<file path="src/core/gpdu_pkg.sv">
// Package: constants and carriers for the gripper process-data unit
`default_nettype none
package gpdu_pkg;
  // Cyclic frame sizes in bytes
  localparam logic [1:0] CMD_BYTES = 2'd2;
  localparam logic [2:0] STAT_BYTES = 3'd4;
  // Event log window of parameter indices
  localparam logic [15:0] LOG_BASE_IDX = 16'h0100;
  localparam logic [15:0] LOG_LAST_IDX = 16'h0109;
  localparam int LOG_DEPTH = 10;
  // Temperature thresholds in degrees C
  localparam logic signed [7:0] WARN_LO_C = 8'sh00;
  localparam logic signed [7:0] WARN_HI_C = 8'sh37;
  localparam logic signed [7:0] WARN_HYST_C = 8'sh02;
  localparam logic signed [7:0] FAULT_SET_C = 8'sh46;
  localparam logic signed [7:0] FAULT_CLR_C = 8'sh44;
  // Service intervals in gripping cycles
  localparam logic [31:0] SERVICE_DUE_INTERVAL = 32'h0001_86A0;
  localparam logic [31:0] LUBE_INTERVAL = 32'h0000_C350;
  // Event codes stored in the log
  localparam logic [7:0] EVT_NONE = 8'h00;
  localparam logic [7:0] EVT_FAULT = 8'h01;
  localparam logic [7:0] EVT_OVERHEAT = 8'h02;
  localparam logic [7:0] EVT_DROPPED = 8'h03;
  localparam logic [7:0] EVT_SERVICE = 8'h04;
  localparam logic [7:0] EVT_LUBE = 8'h05;
  // Command word, MSB first
  typedef struct packed {
    logic [2:0] light_pattern_sel;
    logic retention_arm;
    logic spare_bit;
    logic ref_req;
    logic drive_en;
    logic grip_req;
    logic [7:0] grip_idx;
  } gpdu_cmd_t;
  // Status word, MSB first
  typedef struct packed {
    logic signed [15:0] jaw_pos;
    logic virtual_switch_three;
    logic virtual_switch_two;
    logic virtual_switch_one;
    logic virtual_switch_zero;
    logic workpiece_dropped;
    logic retention_ack;
    logic spare_bit;
    logic jaws_moving;
    logic service_due;
    logic thermal_warning;
    logic overheat_flag;
    logic dev_fault;
    logic holding;
    logic empty_grip_flag;
    logic released;
    logic inactive;
  } gpdu_stat_t;
  // Grip state, one-hot
  typedef enum logic [3:0] {
    ST_INACTIVE = 4'b0001,
    ST_RELEASED = 4'b0010,
    ST_NOPART = 4'b0100,
    ST_HOLDING = 4'b1000
  } gpdu_state_t;
endpackage : gpdu_pkg
`default_nettype wire

</file>
<file path="src/core/gpdu_evlog.sv">
// Ten-entry event log, newest entry at the lowest index
`default_nettype none
module gpdu_evlog
  import gpdu_pkg::*;
(
  input wire logic clk, // Device clock
  input wire logic rst, // Synchronous reset
  input wire logic evt_valid, // Event pulse
  input wire logic [7:0] evt_code, // Event code
  input wire logic [15:0] rd_index, // Parameter index
  output logic [7:0] rd_data, // Entry read back
  output logic rd_hit // Index inside the log window
);
  logic [7:0] ent_ff [LOG_DEPTH];
  logic [7:0] nxt_ent [LOG_DEPTH];
  logic [7:0] rd_ff;
  logic [7:0] nxt_rd;
  logic [15:0] rel;

  // Shift the log on each new event
  genvar g;
  generate
    for (g = 0; g < LOG_DEPTH; g++) begin : g_ent
      always_comb begin
        if (evt_valid) begin
          nxt_ent[g] = (g == 0) ? evt_code : ent_ff[(g == 0) ? 0 : g - 1]; // RULE_20
        end else begin
          nxt_ent[g] = ent_ff[g];
        end
      end
      always_ff @(posedge clk) begin
        if (rst) begin
          ent_ff[g] <= EVT_NONE;
        end else begin
          ent_ff[g] <= nxt_ent[g];
        end
      end
    end
  endgenerate

  // Index decode and registered read
  assign rel = rd_index - LOG_BASE_IDX;
  assign rd_hit = (rd_index >= LOG_BASE_IDX) && (rd_index <= LOG_LAST_IDX); // RULE_21
  always_comb begin
    nxt_rd = rd_hit ? ent_ff[rel[3:0]] : EVT_NONE; // RULE_21
  end
  always_ff @(posedge clk) begin
    if (rst) begin
      rd_ff <= EVT_NONE;
    end else begin
      rd_ff <= nxt_rd;
    end
  end
  assign rd_data = rd_ff;
endmodule : gpdu_evlog
`default_nettype wire

</file>
<file path="src/core/gpdu_top.sv">
// Cyclic process-data front end of a two-finger gripper
`default_nettype none
// What this block does
// RULE_01: Both cyclic words move most significant byte first.
// RULE_02: Command word is two bytes: flags high, grip index low.
// RULE_03: Bits 15..13 pick one of eight light-ring patterns.
// RULE_04: Retention arm engages force retention on entering holding.
// RULE_05: Spare command bit 11 is ignored; master sends zero.
// RULE_06: Reference run starts when bit 10 and drive enable are set.
// RULE_07: Master keeps bit 10 low in normal operation.
// RULE_08: Drive enable gates motion; clear means drive off, no force.
// RULE_09: Grip bit set grips with indexed grip; clear releases.
// RULE_10: Jaw direction comes from release and no-part limits.
// RULE_11: Bits 7..0 are the grip index for the next grip.
// RULE_12: Status word is four bytes.
// RULE_13: Status 31..16 is signed jaw position in 1/100 mm.
// RULE_14: Status 15..8: switches 3..0, dropped, retention ack, spare, moving.
// RULE_15: Status 7..0: service, warning, overheat, fault, hold, no-part, released, inactive.
// RULE_16: Settling inside the part window moves released to holding.
// RULE_17: Virtual position switches report jaw position ranges.
// RULE_18: Maintenance and lubrication due raise events autonomously.
// RULE_19: Remaining cycles to next maintenance are readable.
// RULE_20: Ten most recent events and grip cycle count are kept; the log drops lower-priority events of the same cycle.
// RULE_21: Log entries read at indices 0x100 through 0x109.
// RULE_22: Dropped flag sets on holding to no-part, clears on release.
// RULE_23: Holding needs jaws blocked between limits with force built.
// RULE_24: Thermal warning below 0 or above 55 C, 2 C hysteresis.
// RULE_25: Overheat sets above 70 C, clears below 68 C.
// RULE_26: Command latched whole; status snapshot taken once per cycle.
// RULE_27: Status bit 10 echoes the retention arm bit.
module gpdu_top
  import gpdu_pkg::*;
(
  input wire logic CLK, // Device clock, 200 MHz
  input wire logic RST, // Synchronous reset, active high
  input wire logic RX_VALID, // Command byte strobe
  input wire logic RX_FIRST, // Marks first byte of a command frame
  input wire logic [7:0] RX_BYTE, // Command byte
  input wire logic CYCLE_STROBE, // Start of a status cycle
  input wire logic TX_ADV, // Current status byte consumed
  output logic [7:0] TX_BYTE, // Status byte, MSB first
  input wire logic signed [15:0] JAW_POS, // Jaw position, 1/100 mm
  input wire logic signed [15:0] REL_LIMIT, // Release limit
  input wire logic signed [15:0] NOPART_LIMIT, // No-part limit
  input wire logic signed [15:0] WIN_LO, // Part window low edge
  input wire logic signed [15:0] WIN_HI, // Part window high edge
  input wire logic JAW_BLOCKED, // Jaws stopped against a part
  input wire logic FORCE_BUILT, // Grip force reached
  input wire logic JAWS_MOVING, // Motion in progress
  input wire logic [3:0] VSW_IN, // Virtual position switch hits
  input wire logic signed [7:0] TEMP_C, // Internal temperature
  input wire logic DEV_FAULT, // Device fault from monitors
  input wire logic SERVICE_ACK, // Service acknowledge pulse
  input wire logic [15:0] LOG_INDEX, // Log parameter index
  output logic [7:0] LOG_DATA, // Log entry
  output logic LOG_HIT, // Index inside log window
  output logic [2:0] LIGHT_PATTERN_SEL, // Light pattern select
  output logic DRIVE_EN, // Drive power enable
  output logic REF_RUN, // Reference run request
  output logic GRIP_REQ, // Grip (1) or release (0)
  output logic [7:0] GRIP_IDX, // Grip index for next grip
  output logic MOVE_UP, // Jaw travel toward higher position
  output logic RETENTION_ON, // Force retention engaged
  output logic [31:0] GRIP_COUNT, // Gripping cycle count
  output logic [31:0] SERVICE_DUE_REMAIN, // Cycles to next service
  output logic SERVICE_EVT, // Service due event pulse
  output logic LUBE_EVT // Lubrication due event pulse
);
  gpdu_cmd_t cmd_ff, nxt_cmd;
  logic [7:0] hi_ff, nxt_hi;
  logic half_ff, nxt_half;
  gpdu_state_t st_ff, nxt_st;
  logic drop_ff, nxt_drop, warn_ff, nxt_warn, hot_ff, nxt_hot;
  logic svc_ff, nxt_svc, fault_d_ff;
  logic [31:0] gcnt_ff, nxt_gcnt, mrem_ff, nxt_mrem, lrem_ff, nxt_lrem;
  gpdu_stat_t stat_ff, nxt_stat, live;
  logic [1:0] tx_idx_ff, nxt_tx_idx;
  logic [7:0] tx_ff, nxt_tx;
  logic dir_up, at_nopart, at_release, in_limits, hold_ok;
  logic grip_entry, evt_v, svc_hit, lube_hit;
  logic [7:0] evt_code;

  // Pick byte n of a status word, byte 0 being the most significant
  function automatic logic [7:0] stat_byte(input gpdu_stat_t s, input logic [1:0] n);
    logic [31:0] w;
    w = s;
    stat_byte = w[31 - 8 * n -: 8]; // RULE_01
  endfunction : stat_byte

  // Command receive: high byte first, word taken only when complete
  always_comb begin
    nxt_hi = hi_ff;
    nxt_half = half_ff;
    nxt_cmd = cmd_ff;
    if (RX_VALID) begin
      if (RX_FIRST) begin
        nxt_hi = RX_BYTE; // RULE_01
        nxt_half = 1'b1;
      end else if (half_ff) begin
        nxt_cmd = {hi_ff, RX_BYTE}; // RULE_02 RULE_26
        nxt_half = 1'b0;
      end
    end
  end
  always_ff @(posedge CLK) begin
    if (RST) begin
      hi_ff <= 8'h00;
      half_ff <= 1'b0;
      cmd_ff <= '0;
    end else begin
      hi_ff <= nxt_hi;
      half_ff <= nxt_half;
      cmd_ff <= nxt_cmd;
    end
  end

  // Command decode; spare bit is never read
  assign LIGHT_PATTERN_SEL = cmd_ff.light_pattern_sel; // RULE_03 RULE_05
  assign DRIVE_EN = cmd_ff.drive_en; // RULE_08
  assign REF_RUN = cmd_ff.ref_req && cmd_ff.drive_en; // RULE_06 RULE_07
  assign GRIP_REQ = cmd_ff.drive_en && cmd_ff.grip_req; // RULE_09
  assign GRIP_IDX = cmd_ff.grip_idx; // RULE_11

  // Travel direction and limit checks from stored limits
  assign dir_up = NOPART_LIMIT > REL_LIMIT; // RULE_10
  assign MOVE_UP = cmd_ff.grip_req ? dir_up : !dir_up; // RULE_10
  assign at_nopart = dir_up ? (JAW_POS >= NOPART_LIMIT) : (JAW_POS <= NOPART_LIMIT);
  assign at_release = dir_up ? (JAW_POS <= REL_LIMIT) : (JAW_POS >= REL_LIMIT);
  assign in_limits = !at_nopart && !at_release;
  assign hold_ok = JAW_BLOCKED && FORCE_BUILT && in_limits && (JAW_POS >= WIN_LO) && (JAW_POS <= WIN_HI); // RULE_16 RULE_23

  // Grip state machine
  always_comb begin
    nxt_st = st_ff;
    case (st_ff)
      ST_INACTIVE: begin
        if (cmd_ff.drive_en) begin
          nxt_st = ST_RELEASED;
        end
      end
      ST_RELEASED, ST_NOPART: begin
        if (cmd_ff.grip_req && hold_ok) begin
          nxt_st = ST_HOLDING; // RULE_16
        end else if (cmd_ff.grip_req && at_nopart) begin
          nxt_st = ST_NOPART;
        end else if (!cmd_ff.grip_req && at_release) begin
          nxt_st = ST_RELEASED;
        end
      end
      ST_HOLDING: begin
        if (!cmd_ff.grip_req && at_release) begin
          nxt_st = ST_RELEASED;
        end else if (at_nopart) begin
          nxt_st = ST_NOPART;
        end
      end
      default: nxt_st = ST_INACTIVE;
    endcase
    if (!cmd_ff.drive_en) begin
      nxt_st = ST_INACTIVE; // RULE_08
    end
  end
  always_ff @(posedge CLK) begin
    if (RST) begin
      st_ff <= ST_INACTIVE;
    end else begin
      st_ff <= nxt_st;
    end
  end
  assign RETENTION_ON = (st_ff == ST_HOLDING) && cmd_ff.retention_arm; // RULE_04
  assign grip_entry = (nxt_st == ST_HOLDING) && (st_ff != ST_HOLDING);

  // Flags: dropped part, thermal warning, overheat; set wins over clear
  always_comb begin
    nxt_drop = drop_ff;
    if (!cmd_ff.grip_req) begin
      nxt_drop = 1'b0; // RULE_22
    end
    if (st_ff == ST_HOLDING && nxt_st == ST_NOPART) begin
      nxt_drop = 1'b1; // RULE_22
    end
    nxt_warn = warn_ff;
    if (TEMP_C < WARN_LO_C || TEMP_C > WARN_HI_C) begin
      nxt_warn = 1'b1; // RULE_24
    end else if (TEMP_C >= WARN_LO_C + WARN_HYST_C && TEMP_C <= WARN_HI_C - WARN_HYST_C) begin
      nxt_warn = 1'b0; // RULE_24
    end
    nxt_hot = hot_ff;
    if (TEMP_C > FAULT_SET_C) begin
      nxt_hot = 1'b1; // RULE_25
    end else if (TEMP_C < FAULT_CLR_C) begin
      nxt_hot = 1'b0; // RULE_25
    end
  end
  always_ff @(posedge CLK) begin
    if (RST) begin
      drop_ff <= 1'b0;
      warn_ff <= 1'b0;
      hot_ff <= 1'b0;
      fault_d_ff <= 1'b0;
    end else begin
      drop_ff <= nxt_drop;
      warn_ff <= nxt_warn;
      hot_ff <= nxt_hot;
      fault_d_ff <= DEV_FAULT;
    end
  end

  // Grip cycle count and service countdowns
  assign svc_hit = grip_entry && (mrem_ff == 32'h0000_0001);
  assign lube_hit = grip_entry && (lrem_ff == 32'h0000_0001);
  always_comb begin
    nxt_gcnt = grip_entry ? gcnt_ff + 32'h0000_0001 : gcnt_ff; // RULE_20
    nxt_mrem = mrem_ff;
    nxt_lrem = lrem_ff;
    nxt_svc = svc_ff;
    if (grip_entry && mrem_ff != 32'h0000_0000) begin
      nxt_mrem = mrem_ff - 32'h0000_0001; // RULE_19
    end
    if (grip_entry) begin
      nxt_lrem = lube_hit ? LUBE_INTERVAL : lrem_ff - 32'h0000_0001;
    end
    if (SERVICE_ACK) begin
      nxt_svc = 1'b0;
      nxt_mrem = SERVICE_DUE_INTERVAL;
    end
    if (svc_hit) begin
      nxt_svc = 1'b1; // RULE_18
    end
  end
  always_ff @(posedge CLK) begin
    if (RST) begin
      gcnt_ff <= 32'h0000_0000;
      mrem_ff <= SERVICE_DUE_INTERVAL;
      lrem_ff <= LUBE_INTERVAL;
      svc_ff <= 1'b0;
    end else begin
      gcnt_ff <= nxt_gcnt;
      mrem_ff <= nxt_mrem;
      lrem_ff <= nxt_lrem;
      svc_ff <= nxt_svc;
    end
  end
  assign GRIP_COUNT = gcnt_ff;
  assign SERVICE_DUE_REMAIN = mrem_ff; // RULE_19
  assign SERVICE_EVT = svc_hit; // RULE_18
  assign LUBE_EVT = lube_hit; // RULE_18

  // One event per cycle into the log, highest priority first
  always_comb begin
    evt_code = EVT_NONE;
    if (DEV_FAULT && !fault_d_ff) begin
      evt_code = EVT_FAULT;
    end else if (nxt_hot && !hot_ff) begin
      evt_code = EVT_OVERHEAT;
    end else if (nxt_drop && !drop_ff) begin
      evt_code = EVT_DROPPED;
    end else if (svc_hit) begin
      evt_code = EVT_SERVICE;
    end else if (lube_hit) begin
      evt_code = EVT_LUBE;
    end
  end
  assign evt_v = evt_code != EVT_NONE;

  gpdu_evlog u_log (
    .clk(CLK),
    .rst(RST),
    .evt_valid(evt_v),
    .evt_code(evt_code),
    .rd_index(LOG_INDEX),
    .rd_data(LOG_DATA),
    .rd_hit(LOG_HIT)
  );

  // Live status assembly
  always_comb begin
    live = '0;
    live.jaw_pos = JAW_POS; // RULE_13
    {live.virtual_switch_three, live.virtual_switch_two,
     live.virtual_switch_one, live.virtual_switch_zero} = VSW_IN; // RULE_14 RULE_17
    live.workpiece_dropped = drop_ff;
    live.retention_ack = cmd_ff.retention_arm; // RULE_27
    live.spare_bit = 1'b0;
    live.jaws_moving = JAWS_MOVING;
    live.service_due = svc_ff; // RULE_15
    live.thermal_warning = warn_ff;
    live.overheat_flag = hot_ff;
    live.dev_fault = DEV_FAULT;
    live.holding = st_ff == ST_HOLDING; // RULE_23
    live.empty_grip_flag = st_ff == ST_NOPART;
    live.released = st_ff == ST_RELEASED;
    live.inactive = st_ff == ST_INACTIVE;
  end

  // Snapshot once per cycle and shift out MSB first
  always_comb begin
    nxt_stat = stat_ff;
    nxt_tx_idx = tx_idx_ff;
    nxt_tx = tx_ff;
    if (CYCLE_STROBE) begin
      nxt_stat = live; // RULE_26 RULE_12
      nxt_tx_idx = 2'd0;
      nxt_tx = stat_byte(live, 2'd0); // RULE_01
    end else if (TX_ADV && tx_idx_ff != 2'(STAT_BYTES - 3'd1)) begin
      nxt_tx_idx = tx_idx_ff + 2'd1;
      nxt_tx = stat_byte(stat_ff, tx_idx_ff + 2'd1); // RULE_01
    end
  end
  always_ff @(posedge CLK) begin
    if (RST) begin
      stat_ff <= '0;
      tx_idx_ff <= 2'd0;
      tx_ff <= 8'h00;
    end else begin
      stat_ff <= nxt_stat;
      tx_idx_ff <= nxt_tx_idx;
      tx_ff <= nxt_tx;
    end
  end
  assign TX_BYTE = tx_ff;
endmodule : gpdu_top
`default_nettype wire

</file>
<file path="config.mk">
export PLATFORM = sky130hd
export DESIGN_NAME = gpdu_top
export DESIGN_NICKNAME = d
export VERILOG_FILES = /design/src/core/gpdu_pkg.sv /design/src/core/gpdu_evlog.sv /design/src/core/gpdu_top.sv
export SDC_FILE = /design/constraint.sdc
export NUM_CORES = 1
export LEC_CHECK = 0
export BUFFER_PORTS_ARGS = -buffer_cell sky130_fd_sc_hd__buf_2
export CELL_PAD_IN_SITES_DETAIL_PLACEMENT = 0
export CELL_PAD_IN_SITES_GLOBAL_PLACEMENT = 1
export CORE_MARGIN = 5
export CORE_UTILIZATION = 41
export DETAILED_ROUTE_END_ITERATION = 7
export PLACE_DENSITY_LB_ADDON = 0.1
export SLEW_MARGIN = 20
export SYNTH_ARGS = -nofsm -noshare
export SYNTH_HDL_FRONTEND = slang
export SYNTH_SLANG_ARGS = --single-unit
</file>
<file path="constraint.sdc">
create_clock -name CLK -period 3.9 [get_ports CLK]
set_input_delay 0.39 -clock CLK [delete_from_list [all_inputs] [get_ports CLK]]
set_output_delay 0.39 -clock CLK [all_outputs]
set_load 0.02 [all_outputs]
</file>
== Word-level counts from Yosys, hierarchy flattened ==
Memories as Yosys holds them, arrays and structs flattened. A register that Yosys moved wholly into a read port is not among the register bits.
Index checks and enable logic that the tools add are counted.

* RAM bits: 80
* Input bits: 127
* Memories kept: 1
* Word-level logic and storage cells: 173
* Register bits: 170
* Output and inout port bits: 99
* Bits in read-only memories: 0
* Latch bits: 0

{| class="wikitable"
|+ Memories
! memory !! words !! width !! read ports !! clocked after memory_dff !! write ports !! line !! RTL
|-
| u_log.ent_ff || 10 || 8 || 10 || 1 || 10 || gpdu_evlog.sv:14 || <nowiki>logic [7:0] ent_ff [LOG_DEPTH];</nowiki>
|}

* Shifts and indexed selects: 1
* Reduce and logical (&&, ||, !) cells: 42
* Div/mod/pow operators: 0
* Add/subtract/negate cells: 6
* Multiplexer cells: 50
* Equality and inequality tests: 11
* Multiply operators: 0
* Bitwise gates (word level): 12
* $lt $le $gt $ge: 15

{| class="wikitable"
|+ Operators by type and width
! kind !! count
|-
| $mux W8 || 22
|-
| $eq A32 B1 Y1 const B || 2
|-
| $sub A32 B1 Y32 const B || 2
|-
| $ge A16 B16 Y1 || 3
|-
| $le A16 B16 Y1 || 3
|-
| $shiftx A39 B33 Y8 || 1
|-
| $add A32 B1 Y32 const B || 1
|-
| $mux W32 || 1
|-
| $reduce_bool A32 Y1 || 1
|-
| $mux W4 || 6
|-
| $logic_and A1 B1 Y1 || 22
|-
| $ge A16 B9 Y1 const B || 1
|-
| $gt A16 B16 Y1 || 1
|-
| $le A16 B9 Y1 const B || 1
|-
| $mux W1 || 15
|-
| $mux W3 || 5
|-
| $pmux W4 S3 || 1
|-
| $or A1 B1 Y1 || 10
|-
| $eq A4 B3 Y1 const B || 2
|-
| $eq A4 B4 Y1 const B || 2
|-
| $ge A8 B3 Y1 const B || 1
|-
| $gt A8 B7 Y1 const B || 1
|-
| $gt A8 B8 Y1 const B || 1
|-
| $le A8 B7 Y1 const B || 1
|-
| 18 further kinds || 31
|}

== Longest topological paths before layout ==
Gate-level depths: netlist of run 1.

* Depth after elaboration: 23
* Mapped depth: 13
* Gate-level depth less buffers: 11

== Hierarchy ==
Synthesis of run 1 repeated with hierarchy kept, for this count alone.

* Cell total of the unflattened synthesis: 1512
* Area, all modules: 13800.7 um^2

{| class="wikitable"
|+ Modules (own cells, without submodules)
! module !! area each (um^2) !! cells each !! sequential area each (um^2) !! times used
|-
| gpdu_top || 10095.9 || 1199 || 3383.2 || 1
|-
| gpdu_evlog || 3704.8 || 313 || 1841.8 || 1
|}

== Worst setup path after synthesis of run 1 ==
No wires, ideal clock.

* Path type: register to register
* Start: register mrem_ff[2], in the netlist SERVICE_DUE_REMAIN[2]
* End: register mrem_ff[27], in the netlist SERVICE_DUE_REMAIN[27]
* Data arrival time: 3.508 ns
* Clock period less this slack: 3.579 ns
* Library setup time: 0.070 ns
* Cell stages (with the launch flop): 11
* Data required time: 3.830 ns
* Slack: 0.321 ns
* Path buffers: 2
* Cells stage by stage: dfxtp_1 > or4_4 > or3_4 > or4_4 > buf_6 > or3_4 > or3_4 > buf_6 > or3_1 > or3_1 > a21oi_1

* Word-level cells in the longest chain between the ends: 2
* Elaborated cells on any way between the ends: 3
* Those cells by class: add/sub (1); reduce/logical (2)

{| class="wikitable"
|+ RTL lines
! what !! line !! RTL
|-
| from (decl) || gpdu_top.sv:75 || <nowiki>logic [31:0] gcnt_ff, nxt_gcnt, mrem_ff, nxt_mrem, lrem_ff, nxt_lrem;</nowiki>
|-
| from (signal assigned) || gpdu_top.sv:239 || <nowiki>mrem_ff <= nxt_mrem;</nowiki>
|-
| branches (longest 2 deep; another with $sub A32 B1 Y32) || -- ||
|}

Several ways; the timed one is not identified.
A chain may end at the register's enable or synchronous reset.

== Final worst setup path of run 1 ==
* Start: input port JAW_POS[14]
* End: output port SERVICE_EVT

* Word-level cells in the longest chain between the ends: 14
* Elaborated cells on any way between the ends: 27
* Those cells by class: order compare (6); eq/ne (1); mux (9); reduce/logical (11)

{| class="wikitable"
|+ RTL lines
! what !! line !! RTL
|-
| from (decl) || gpdu_top.sv:42 || <nowiki>input wire logic signed [15:0] JAW_POS,</nowiki>
|-
| $le A16 B16 Y1, or another cell as far along || gpdu_top.sv:127 || <nowiki>assign at_nopart = dir_up ? (JAW_POS >= NOPART_LIMIT) : (JAW_POS <= NOPART_LIMIT);</nowiki>
|-
| $mux W1, on equally long branches || gpdu_top.sv:127, gpdu_top.sv:128 ||
|-
| $logic_not A1 Y1 || gpdu_top.sv:129 || <nowiki>assign in_limits = !at_nopart && !at_release;</nowiki>
|-
| $logic_and A1 B1 Y1 || gpdu_top.sv:129 ||
|-
| $logic_and A1 B1 Y1 (3 in series) || gpdu_top.sv:130 || <nowiki>assign hold_ok = JAW_BLOCKED && FORCE_BUILT && in_limits && (JAW_POS >= WIN_LO) && (JAW_POS <= WIN_HI);</nowiki>
|-
| $logic_and A1 B1 Y1 || gpdu_top.sv:142 || <nowiki>if (cmd_ff.grip_req && hold_ok) begin</nowiki>
|-
| $mux W4 || gpdu_top.sv:142 ||
|-
| $pmux W4 S3 (*) || gpdu_top.sv:135 || <nowiki>case (st_ff)</nowiki>
|-
| $mux W4 (*) || gpdu_top.sv:159 || <nowiki>if (!cmd_ff.drive_en) begin</nowiki>
|-
| $eq A4 B4 Y1 (*) || gpdu_top.sv:171 || <nowiki>assign grip_entry = (nxt_st == ST_HOLDING) && (st_ff != ST_HOLDING);</nowiki>
|-
| $logic_and A1 B1 Y1 (*) || gpdu_top.sv:171 ||
|-
| $logic_and A1 B1 Y1 (*) || gpdu_top.sv:210 || <nowiki>assign svc_hit = grip_entry && (mrem_ff == 32'h0000_0001);</nowiki>
|-
| to (decl) || gpdu_top.sv:66 || <nowiki>output logic SERVICE_EVT,</nowiki>
|}

Mark *: on every way between the ends. The rest lies on a longest branch, timed or not.

==> results of run 1 <==
-- registers in the layout (all words and copies together) (netlist names), 4 cells and up --
| signal | cells |
|---|---|
| GRIP_COUNT | 32 |
| SERVICE_DUE_REMAIN | 32 |
| lrem_ff | 32 |
| stat_ff | 31 |
| u_log.ent_ff | 30 |
| GRIP_IDX | 8 |
| TX_BYTE | 8 |
| hi_ff | 7 |
| st_ff | 4 |
-- cells in the mapped netlist, types with 4 or more instances --
| cell | n |
|---|---|
| a211oi_1 | 8 |
| a21o_1 | 6 |
| a21oi_1 | 132 |
| a31o_2 | 4 |
| a31oi_1 | 8 |
| and2_1 | 8 |
| and3_1 | 18 |
| and4_1 | 4 |
| buf_1 | 9 |
| buf_4 | 16 |
| clkbuf_1 | 47 |
| dfxtp_1 | 199 |
| ha_1 | 86 |
| inv_1 | 85 |
| mux2i_1 | 69 |
| mux4_2 | 13 |
| nand2_1 | 108 |
| nand2b_1 | 7 |
| nand3_1 | 34 |
| nand4_1 | 34 |
| nor2_1 | 90 |
| nor2b_1 | 12 |
| nor3_1 | 18 |
| nor4_1 | 13 |
| nor4b_1 | 5 |
| o211ai_1 | 6 |
| o21a_1 | 4 |
| o21ai_0 | 68 |
| o31ai_1 | 22 |
| or2_2 | 8 |
| or3_1 | 73 |
| or4_1 | 29 |
| xnor2_1 | 10 |
| xor2_1 | 8 |
-- routing by layer --
| metal | GRT usage | share of wire | vias up |
|---|---|---|---|
| met4 | 0.0396 | 0.016 | 2 |
| met5 | 0 | 0.00042 | - |
| met3 | 0.0366 | 0.056 | 33 |
| li1 | - | - | 5170 |
| met1 | 0.268 | 0.48 | 4751 |
| met2 | 0.317 | 0.45 | 238 |
-- power groups by stage --
| stage | clock, uW | sequential, uW | combinational (uW) |
|---|---|---|---|
| after global placement | 0 | 2170 | 554 |
| after detailed placement | 0 | 2170 | 558 |
| final | 2420 | 2120 | 564 |
| after floorplan | 0 | 2160 | 353 |
| after global routing | 2580 | 2120 | 635 |
| after CTS | 2500 | 2120 | 562 |
-- worst reg2reg max path, delay by kind of cell, from the launching register on --
family | cells | cell delay (ns)
AOI/OAI and AO/OA | 1 | 0.14
DFF | 1 | 0.37
and+or+nand+nor | 7 | 2.99
-- per-stage QoR --
step / TNS [ns] / instances / area [um2]
floorplan: 0 / 1318 / 11200
global placement: 0 / 1829 / 12600
detailed placement: -0.131 / 1829 / 12600
CTS: 0 / 1875 / 13500
global route: 0 / 1877 / 13500
finish: 0 / 1877 / 13500
-- kinds of logic (layout without fill, tap and decap cells) --
family / after synthesis / in the layout / synth area share
AOI/OAI and AO/OA: 286 / 286 / 0.150
xor gates and xnor gates: 18 / 18 / 0.0141
adders and majority gates: 86 / 86 / 0.0961
buffers and inverters: 160 / 377 / 0.0603
DFF: 202 / 202 / 0.364
muxes: 84 / 84 / 0.0898
other: 1 / 6 / 0.000335
and+or+nand+nor: 477 / 477 / 0.226
-- final timing paths --
path,startpoint,endpoint,slack (ns),cells past startpoint
setup / recovery,JAW_POS[14],SERVICE_EVT,0.30,11
hold reg to reg,GRIP_IDX[6],GRIP_IDX[6],0.45,2
hold / removal,RX_BYTE[3],GRIP_IDX[3],0.09,3
setup reg to reg,SERVICE_DUE_REMAIN[3],SERVICE_DUE_REMAIN[27],0.33,8
-- what timing repair did --
item / in CTS / in global routing
hold buffers: 0 / 0
buffers inserted: 0 / 0
endpoints found under the hold margin: 0 / 0
endpoints found under the setup margin: 0 / 2
resized for setup: 0 / 1
-- cells in the final DEF, fill, tap and decap left out, types with 21 or more instances in the layout --
master / netlist / final
ha_1: 86 / 86
nand2_1: 108 / 108
buf_4: 16 / 24
clkbuf_16: 0 / 25
inv_1: 85 / 85
or4_1: 29 / 29
dfxtp_1: 199 / 199
buf_2: 0 / 218
o21ai_0: 68 / 68
nor2_1: 90 / 90
or3_1: 73 / 73
nand3_1: 34 / 34
o31ai_1: 22 / 21
nand4_1: 34 / 34
mux2i_1: 69 / 69
a21oi_1: 132 / 132
-- cell type report --
cell class                 count  area, um2  share of cell area
multi-input combinational    956       6480               0.479
sequential                   202       4070               0.301
timing repair buffer         245       1340              0.0990
clock buffer                  36        727              0.0538
tap                          341        427              0.0316
inverter                      86        323              0.0239
clock inverter                10        146              0.0108
antenna                        1       2.50            0.000185
==> insert_results.sql, run 1 <==
INSERT INTO impl_metrics (metric_group, metric, value, unit) VALUES
('critical_path', 'path_class', 'primary input to primary output', ''),
('timing', 'grt_setup_unrepaired', 'no', ''),
('place', 'io_buffer_count', '220', ''),
('yosys', 'syn_inst', '1314', ''),
('pwr', 'peak_supply_drop', '298', 'uV'),
('timing', 'final.setup_skew', '0.0232', 'ns'),
('critical_path', 'data_required_time_of_the_critical_path', '3.51', 'ns'),
('die', 'effective_utilization_at_floorplan', '0.416', ''),
('timing', 'finalWorstSetupSlack', '0.298', 'ns'),
('critical_path', 'worst_setup_path_start_kind', 'primary input', ''),
('pwr', 'powerDensity', '378', 'nW/um2'),
('drt', 'vias', '10194', ''),
('critical_path', 'critical_path.max_stage_delay', '0.44', 'ns'),
('timing', 'final_cycle_share', '0.924', ''),
('yosys', 'yosysTopAreaCellShare', '0.356', ''),
('clock_network', 'cts_root_buffer', 'clkbuf_16', ''),
('yosys', 'number_of_enable_type_register_cells_in_the_synthesized_netlist', '3', ''),
('pwr', 'p_sw_frac', '0.248', ''),
('drt', 'avgViaCountPerCell', '5.43', ''),
('yosys', 'yosysWarnings', '0', ''),
('timing', 'maxSlewViolCount', '0', ''),
('clock_network', 'cts_inserted_buffers', '25', ''),
('yosys', 'synthDominantAreaCellType', 'dfxtp_1', ''),
('yosys', 'async_flop_share', '0', ''),
('critical_path', 'critical_path.cell_chain', 'buf_2, ha_1, nand4_1, nor4_1, a21boi_1, a211oi_1, nor4bb_1, mux2_4, nand2_1, nor2_1, buf_2', ''),
('timing', 'tightest_slew', '0.743', 'ns'),
('drt', 'route.final.wire_length', '30.8', 'mm'),
('clock_network', 'cts.sink_count', '202', ''),
('timing', 'timing.slew.headroom', '0.498', ''),
('pwr', 'power_frac_seq', '0.415', ''),
('pwr', 'p_int', '3840', 'uW'),
('pwr', 'combPwrFrac', '0.110', ''),
('critical_path', 'critPathMaxFanout', '19', ''),
('place', 'place_worst_setup_slack', '-0.0405', 'ns'),
('die', 'fp-row-count', '60', ''),
('drt', 'drt-pass1-iter-count', '5', ''),
('die', 'design.core.area', '27000', 'um2'),
('grt', 'initial_antenna_violation_count', '2', ''),
('yosys', 'ys_dominant_reg_cell', 'dfxtp_1', ''),
('drt', 'avgRoutedWirePerCell', '16.4', 'um'),
('grt', 'first_global_vias', '9786', ''),
('critical_path', 'kind_of_end_point_of_the_critical_path', 'primary output', ''),
('outcome', 'status', 'finished, final reports clean', ''),
('place', 'gp_routability_congestion', '0.797', ''),
('yosys', 'synth_area', '11200', 'um2'),
('critical_path', 'cpLargestDelayFamily', 'simple AND/OR/NAND/NOR gates', ''),
('finish', 'final_net_count', '1729', ''),
('critical_path', 'worst_endpoint_data_arrival_time', '3.21', 'ns'),
('grt', 'gr-total-overflow', '0', ''),
('timing', 'hold-worst-slack', '0.0917', 'ns'),
('clock_network', 'cts.reportedPaths.clkPinSlew', '0.06', 'ns'),
('critical_path', 'critPathSlowestCell', 'nor4_1', ''),
('clock_network', 'clock_latency', '0.54', 'ns'),
('finish', 'finalCoreUtilization', '0.502', ''),
('timing', 'timing.fmax', '278', 'MHz'),
('die', 'dieHeight', '175', 'um'),
('yosys', 'post_synth_num_cell_types', '66', ''),
('place', 'post-dp-hpwl', '22.8', 'mm'),
('timing', 'setup_viol', '0', ''),
('yosys', 'syn_avg_cell_area', '8.53', 'um2'),
('clock_network', 'clock_path_buffers', '3', ''),
('drt', 'final_antenna_net_count', '0', ''),
('pwr', 'p_switching', '1270', 'uW'),
('yosys', 'synth.ff_latch_count', '202', ''),
('grt', 'grt_start_max_net_pins', '102', ''),
('pwr', 'total_leakage_power', '0.00595', 'uW'),
('grt', 'groute.usage.overall', '0.194', ''),
('timing', 'finalHoldViolCount', '0', ''),
('critical_path', 'critPathBufInv', '2', ''),
('die', 'die_area', '30700', 'um2'),
('grt', 'global_route_wire_length_before_repair', '50.1', 'mm');
Note: power is estimated with default switching activity, not from simulation.
==> run 2, diff against run 1 <==
--- a/config.mk
+++ b/config.mk
@@ -8,7 +8,7 @@
 export BUFFER_PORTS_ARGS = -buffer_cell sky130_fd_sc_hd__buf_2
 export CELL_PAD_IN_SITES_DETAIL_PLACEMENT = 0
 export CELL_PAD_IN_SITES_GLOBAL_PLACEMENT = 1
-export CORE_MARGIN = 5
+export CORE_MARGIN = 2
 export CORE_UTILIZATION = 41
 export DETAILED_ROUTE_END_ITERATION = 7
 export PLACE_DENSITY_LB_ADDON = 0.1
==> insert_results.sql, run 2 (synthesized netlist as in run 1, its figures left out) <==
INSERT INTO impl_metrics (metric_group, metric, value, unit) VALUES
('clock_network', 'cts.sink_count', '202', ''),
('grt', 'first_global_vias', '9618', ''),
('finish', 'antenna-diode-count', '0', ''),
('die', 'fp-row-count', '60', ''),
('grt', 'gr-total-overflow', '0', ''),
('finish', 'most_frequent_cells_in_the_layout', 'buf_2, dfxtp_1, a21oi_1', ''),
('grt', 'global_route_wire_length_before_repair', '49.0', 'mm'),
('timing', 'final.setup_skew', '0.0107', 'ns'),
('critical_path', 'path_class', 'flop to primary output', ''),
('timing', 'setup_viol', '0', ''),
('place', 'gp_routability_congestion', '0.822', ''),
('finish', 'final_common_cell', 'buf_2', ''),
('critical_path', 'regToRegStartpoint', 'SERVICE_DUE_REMAIN[3]', ''),
('grt', 'grt.met1_usage', '0.289', ''),
('critical_path', 'data_required_time_of_the_critical_path', '3.51', 'ns'),
('die', 'effective_utilization_at_floorplan', '0.417', ''),
('drt', 'remaining_drc_errors', '0', ''),
('timing', 'final_cycle_share', '0.923', ''),
('critical_path', 'critPathSlowestCell', 'or4_1', ''),
('min_path', 'min-delay-start', 'VSW_IN[1]', ''),
('drt', 'vias', '10158', ''),
('grt', 'groute.usage.overall', '0.206', ''),
('critical_path', 'critPathMaxFanout', '10', ''),
('clock_network', 'clock_tree_from_tritoncts', 'done', ''),
('drt', 'drt-pass1-iter-count', '5', ''),
('timing', 'min_period', '3.60', 'ns'),
('clock_network', 'clock_path_buffers', '3', ''),
('critical_path', 'r2r_slack', '0.35', 'ns'),
('critical_path', 'worst_endpoint_data_arrival_time', '3.21', 'ns'),
('critical_path', 'cpLargestDelayFamily', 'simple AND/OR/NAND/NOR gates', ''),
('timing', 'tightest_slew', '0.857', 'ns'),
('place', 'io_buffer_count', '220', ''),
('die', 'die_area', '28700', 'um2'),
('critical_path', 'worst_r2r_endpoint', 'SERVICE_DUE_REMAIN[27]', ''),
('pwr', 'total_leakage_power', '0.00593', 'uW'),
('clock_network', 'clock_latency', '0.51', 'ns'),
('grt', 'globalRouteMet2Util', '0.338', ''),
('timing', 'timing.slew.headroom', '0.421', ''),
('critical_path', 'critical_path.max_stage_delay', '0.60', 'ns'),
('clock_network', 'postCtsSetupRepairBufs', '0', ''),
('grt', 'grt_most_used_layer', 'met2', ''),
('job', 'drv.max_cap_violation_count', '0', ''),
('die', 'floorplan.die.width', '169', 'um'),
('grt', 'globalRouteMet3Util', '0.0319', ''),
('pwr', 'peak_supply_drop', '296', 'uV'),
('grt', 'grt_start_max_net_pins', '77', ''),
('pwr', 'powerDensity', '370', 'nW/um2'),
('drt', 'route.final.wire_length', '30.5', 'mm'),
('clock_network', 'htree_num_levels', '1', ''),
('timing', 'finalHoldViolCount', '0', ''),
('min_path', 'hold-path-cell-count', '3', ''),
('critical_path', 'kind_of_end_point_of_the_critical_path', 'primary output', ''),
('outcome', 'status', 'finished, final reports clean', ''),
('die', 'design.core.area', '26900', 'um2'),
('finish', 'drive_gt1_frac', '0.213', ''),
('critical_path', 'critPathBufInv', '2', ''),
('critical_path', 'worst_setup_path_start_kind', 'flop', ''),
('drt', 'avgRoutedWirePerCell', '16.3', 'um'),
('critical_path', 'critical_path.cell_chain', 'or4_1, or4_1, or3_1, nor2_1, nand3_1, buf_4, nor2_1, buf_2', ''),
('place', 'post-dp-hpwl', '22.5', 'mm'),
('timing', 'maxSlewViolCount', '0', ''),
('drt', 'detail_route.iter0.violations', '509', ''),
('grt', 'initial_antenna_violation_count', '1', ''),
('clock_network', 'cts_inserted_buffers', '24', ''),
('pwr', 'total_power', '4990', 'uW'),
('clock_network', 'cts.reportedPaths.clkPinSlew', '0.06', 'ns'),
('timing', 'grt_setup_unrepaired', 'no', ''),
('timing', 'timing.fmax', '278', 'MHz'),
('drt', 'avgViaCountPerCell', '5.41', ''),
('finish', 'syn2layout_area_growth', '20.4', '%'),
('finish', 'final_net_count', '1730', ''),
('critical_path', 'rr_worst_depth', '8', ''),
('die', 'top_level_ports', '226', ''),
('min_path', 'hold_path_end', 'stat_ff[13]', ''),
('die', 'dieHeight', '169', 'um'),
('min_path', 'worstHoldPathType', 'primary input to flop', ''),
('timing', 'fin_setup_tns', '0', 'ns'),
('drt', 'final_antenna_net_count', '0', ''),
('clock_network', 'cts_root_buffer', 'clkbuf_16', '');
run 2: changes by cell type in the layout (fill, tap and decap cells not counted), moves of 2 or more:
cell and delta:
clkinvlp_4 +3, clkbuf_1 -2, buf_4 +2, bufinv_16 -2, clkinv_2 -2
run 2: report_power, final:
group / switching (uW) / internal (uW) / total (uW)
clock network: 878 / 1410 / 2290
registers: 20.3 / 2100 / 2120
logic: 339 / 236 / 575
run 2: final cells by class:
class	count	area, um2
Fill cell	2684	13400
Multi-Input combinational cell	957	6510
Sequential cell	202	4070
Timing Repair Buffer	246	1310
Clock buffer	36	758
Tap cell	341	427
Inverter	86	323
Clock inverter	8	83.8
run 2: how the worst max path moves through the flow:
stage | startpoint | end | slack, ns | depth (start not counted)
finish | lrem_ff[3] | LUBE_EVT | 0.30 | 8
global route | JAW_POS[15] | SERVICE_EVT | 0.03 | 11
CTS | JAW_POS[14] | SERVICE_EVT | 0.16 | 11
detailed placement | JAW_POS[14] | lrem_ff[5] | 0.03 | 11
global placement | JAW_POS[14] | GRIP_COUNT[15] | 0.17 | 11
floorplan | SERVICE_DUE_REMAIN[2] | SERVICE_DUE_REMAIN[27] | 0.32 | 10
run 2: repair_timing:
action | 4_1_cts | 5_1_grt
setup endpoints to repair | 0 | 2
gates resized for setup | 0 | 4
hold buffers | 0 | 0
run 2: per-layer routing:
metal	up-vias	routed length [um]
met5	-	13
met4	2	429
met3	36	1400
met2	219	13900
met1	4727	14800
li1	5174	-
run 2: worst reg2reg max path, stage by stage (launching register included):
cell,delay (ns)
dfxtp_1,0.36
or4_4,0.56
or3_4,0.41
or4_4,0.54
or3_4,0.37
or3_4,0.44
or3_1,0.35
or3_1,0.31
a21oi_1,0.14
run 2: stage by stage:
stage               area, um2  hold slack [ns]  setup WS, ns   util  std cells
finish                  13500            0.123         0.302  0.502       1876
global route            13500            0.125        0.0336  0.502       1876
global placement        12600            0.442         0.166  0.469       1831
floorplan               11200            0.432         0.321      -       1318
detailed placement      12600            0.446        0.0286  0.469       1831
CTS                     13500            0.104         0.157  0.501       1875
==> run 3, diff against run 2 <==
--- a/config.mk
+++ b/config.mk
@@ -5,14 +5,15 @@
 export SDC_FILE = /design/constraint.sdc
 export NUM_CORES = 1
 export LEC_CHECK = 0
-export BUFFER_PORTS_ARGS = -buffer_cell sky130_fd_sc_hd__buf_2
 export CELL_PAD_IN_SITES_DETAIL_PLACEMENT = 0
 export CELL_PAD_IN_SITES_GLOBAL_PLACEMENT = 1
 export CORE_MARGIN = 2
-export CORE_UTILIZATION = 41
+export CORE_UTILIZATION = 49
 export DETAILED_ROUTE_END_ITERATION = 7
+export DONT_BUFFER_PORTS = 1
 export PLACE_DENSITY_LB_ADDON = 0.1
 export SLEW_MARGIN = 20
 export SYNTH_ARGS = -nofsm -noshare
 export SYNTH_HDL_FRONTEND = slang
+export SYNTH_HIERARCHICAL = 1
 export SYNTH_SLANG_ARGS = --single-unit
==> insert_results.sql, run 3 <==
INSERT INTO impl_metrics (metric_group, metric, value, unit) VALUES
('outcome', 'status', 'finished, final reports clean', ''),
('timing', 'final.setup_skew', '0.0177', 'ns'),
('timing', 'maxSlewViolCount', '0', ''),
('grt', 'gr-total-overflow', '0', ''),
('timing', 'grt_setup_unrepaired', 'yes', ''),
('grt', 'initial_antenna_violation_count', '0', ''),
('min_path', 'worstHoldPathType', 'primary input to flop', ''),
('grt', 'first_global_vias', '10576', ''),
('clock_network', 'cts_inserted_buffers', '28', ''),
('drt', 'avgRoutedWirePerCell', '17.8', 'um'),
('finish', 'antenna-diode-count', '0', ''),
('yosys', 'ys_dominant_reg_cell', 'dfxtp_1', ''),
('critical_path', 'r2r_slack', '0.16', 'ns'),
('yosys', 'syn_inst', '1512', ''),
('critical_path', 'regToRegStartpoint', 'lrem_ff[2]', ''),
('drt', 'avgViaCountPerCell', '5.60', ''),
('place', 'placedCellCount', '1866', ''),
('pwr', 'total_leakage_power', '0.00639', 'uW'),
('critical_path', 'rr_worst_depth', '13', ''),
('yosys', 'synth.top_cells.by_area', 'dfxtp_1, mux2i_1, ha_1', ''),
('timing', 'min_period', '3.82', 'ns'),
('place', 'post-dp-hpwl', '24.1', 'mm'),
('clock_network', 'clock_path_buffers', '3', ''),
('critical_path', 'data_required_time_of_the_critical_path', '3.51', 'ns'),
('drt', 'remaining_drc_errors', '0', ''),
('pwr', 'powerDensity', '370', 'nW/um2'),
('timing', 'finalHoldViolCount', '0', ''),
('timing', 'setup_viol', '0', ''),
('timing', 'final_cycle_share', '0.978', ''),
('clock_network', 'cts_root_buffer', 'clkbuf_16', ''),
('clock_network', 'cts.sink_count', '257', ''),
('yosys', 'synth.ff_latch_count', '257', ''),
('timing', 'fin_setup_tns', '0', 'ns'),
('critical_path', 'worst_setup_path_start_kind', 'flop', ''),
('clock_network', 'cts.reportedPaths.clkPinSlew', '0.06', 'ns'),
('clock_network', 'clock_latency', '0.55', 'ns'),
('grt', 'groute.usage.overall', '0.231', ''),
('finish', 'syn2layout_area_growth', '13.9', '%'),
('grt', 'grt_start_max_net_pins', '163', ''),
('yosys', 'sequential_cell_area_fraction_in_the_yosys_report', '0.379', ''),
('clock_network', 'htree_num_levels', '1', ''),
('finish', 'post_layout_nonfiller_instances', '1960', ''),
('die', 'die_area', '29500', 'um2'),
('min_path', 'hold-path-cell-count', '2', ''),
('yosys', 'number_of_enable_type_register_cells_in_the_synthesized_netlist', '8', ''),
('min_path', 'min-delay-start', 'RX_FIRST', ''),
('drt', 'route.final.wire_length', '35.0', 'mm'),
('critical_path', 'worst_endpoint_data_arrival_time', '3.43', 'ns'),
('yosys', 'syn_avg_cell_area', '9.13', 'um2'),
('yosys', 'yosysMostFrequentCell', 'dfxtp_1', ''),
('yosys', 'synth_area', '13800', 'um2'),
('yosys', 'yosysWarnings', '6', ''),
('finish', 'final_common_cell', 'dfxtp_1', ''),
('die', 'effective_utilization_at_floorplan', '0.497', ''),
('die', 'dieHeight', '172', 'um'),
('die', 'floorplan.die.width', '172', 'um'),
('clock_network', 'clock_tree_from_tritoncts', 'done', ''),
('die', 'top_level_ports', '226', ''),
('yosys', 'synthDominantAreaCellType', 'dfxtp_1', ''),
('drt', 'drt-pass1-iter-count', '7', ''),
('place', 'io_buffer_count', '0', ''),
('yosys', 'synth.cells.most_frequent', 'dfxtp_1, nor2_1, mux2i_1', ''),
('critical_path', 'path_class', 'flop to primary output', ''),
('pwr', 'peak_supply_drop', '358', 'uV'),
('place', 'postPlaceCellArea', '14400', 'um2'),
('grt', 'global_route_wire_length_before_repair', '55.2', 'mm'),
('finish', 'fin_area', '15700', 'um2'),
('yosys', 'yosysTopAreaCellShare', '0.361', ''),
('yosys', 'post_synth_num_cell_types', '84', ''),
('drt', 'vias', '10980', ''),
('min_path', 'hold_path_end', 'hi_ff[1]', ''),
('finish', 'most_frequent_cells_in_the_layout', 'dfxtp_1, nor2_1, mux2i_1', ''),
('drt', 'detail_route.iter0.violations', '635', ''),
('place', 'gp_routability_congestion', '0.813', ''),
('timing', 'timing.fmax', '262', 'MHz'),
('job', 'drv.max_cap_violation_count', '0', ''),
('critical_path', 'worst_r2r_endpoint', 'u_log/ent_ff[8][6]', ''),
('timing', 'timing.slew.headroom', '0.469', ''),
('finish', 'final_net_count', '1774', ''),
('timing', 'tightest_slew', '0.794', 'ns'),
('critical_path', 'kind_of_end_point_of_the_critical_path', 'primary output', ''),
('finish', 'regMostFlops', 'u_log/ent_ff', ''),
('yosys', 'async_flop_share', '0', ''),
('finish', 'drive_gt1_frac', '0.114', ''),
('finish', 'largest_register_ff_count', '80', ''),
('drt', 'final_antenna_net_count', '0', ''),
('critical_path', 'critPathMaxFanout', '6', ''),
('die', 'fp-row-count', '61', ''),
('die', 'design.core.area', '27800', 'um2');
run 3: cell count changes after synthesis, moves of 17 or more:
cell and change:
nor2_1 +126, dfxtp_1 +50, mux2i_1 +59, or3_1 -57, buf_2 +17, o21ai_0 -46, a21oi_1 -42, xnor2_1 +36
run 3: cells by family after synthesis:
logic type                 Yosys count  share of synthesized area
buffers and inverters              170                     0.0558
DFF                                257                      0.379
adders and majority gates           86                     0.0780
other                                1                   0.000272
and+or+nand+nor                    591                      0.224
AOI/OAI and AO/OA                  189                     0.0873
muxes                              158                      0.138
xor gates and xnor gates            60                     0.0381
run 3: report_power, final:
part           switching, uW  internal (uW)
combinational            284            266
clock                   1060           1490
sequential              37.2           2680
total                   1380           4440
run 3: worst max path at each step:
stage                          start                 end  slack (ns)  depth (start not counted)
floorplan              REL_LIMIT[13]  u_log/ent_ff[9][0]       0.008                         15
global placement    NOPART_LIMIT[15]  u_log/ent_ff[6][6]        0.09                         18
detailed placement     REL_LIMIT[15]  u_log/ent_ff[9][6]        0.03                         15
CTS                      lrem_ff[10]            LUBE_EVT       0.006                         10
global route              lrem_ff[2]            LUBE_EVT       -0.04                         10
finish                    lrem_ff[2]            LUBE_EVT        0.08                         10
run 3: through the flow:
stage | setup WS (ns) | total power (uW) | hold slack [ns] | util
finish | 0.0841 | 5810 | 0.0188 | 0.566
global route | -0.0403 | 6030 | 0.00784 | 0.566
CTS | 0.00601 | 5880 | 0.0000664 | 0.564
detailed placement | 0.0293 | 3250 | 0.442 | 0.517
global placement | 0.0945 | 3240 | 0.439 | 0.517
floorplan | 0.00761 | 3180 | 0.432 | -
run 3: metal layers:
layer	track usage	share of wire	vias to the layer above
met5	0	0	-
met4	0.0515	0.017	0
met3	0.0368	0.053	38
met2	0.399	0.48	249
met1	0.303	0.45	5256
li1	-	-	5437
run 3: worst max-delay path: stages, from the launching register on:
cell and delay (ns):
dfxtp_2 0.34, or3_4 0.43, nor4_4 0.24, nand4b_1 0.19
or2_1 0.28, or3_4 0.40, or4_4 0.46, nor3_4 0.14
buf_4 0.13, and2_1 0.13, buf_6 0.13
run 3: layout make-up:
cell class              count  area (um2)
well taps                 378         473
fillers                  2626       12100
flip-flops and latches    257        5230
multi-input cells        1089        7880
repair buffers            100         930
inverters                  85         319
clock buffers              44         811
clock inverters             7        76.3
run 3: timing repair:
item	CTS	global route
gates resized for setup	5	4
setup buffers	1	4
endpoints found under the hold margin	162	0
hold buffers	38	0
pin swaps	2	6
endpoints found under the setup margin	1	1
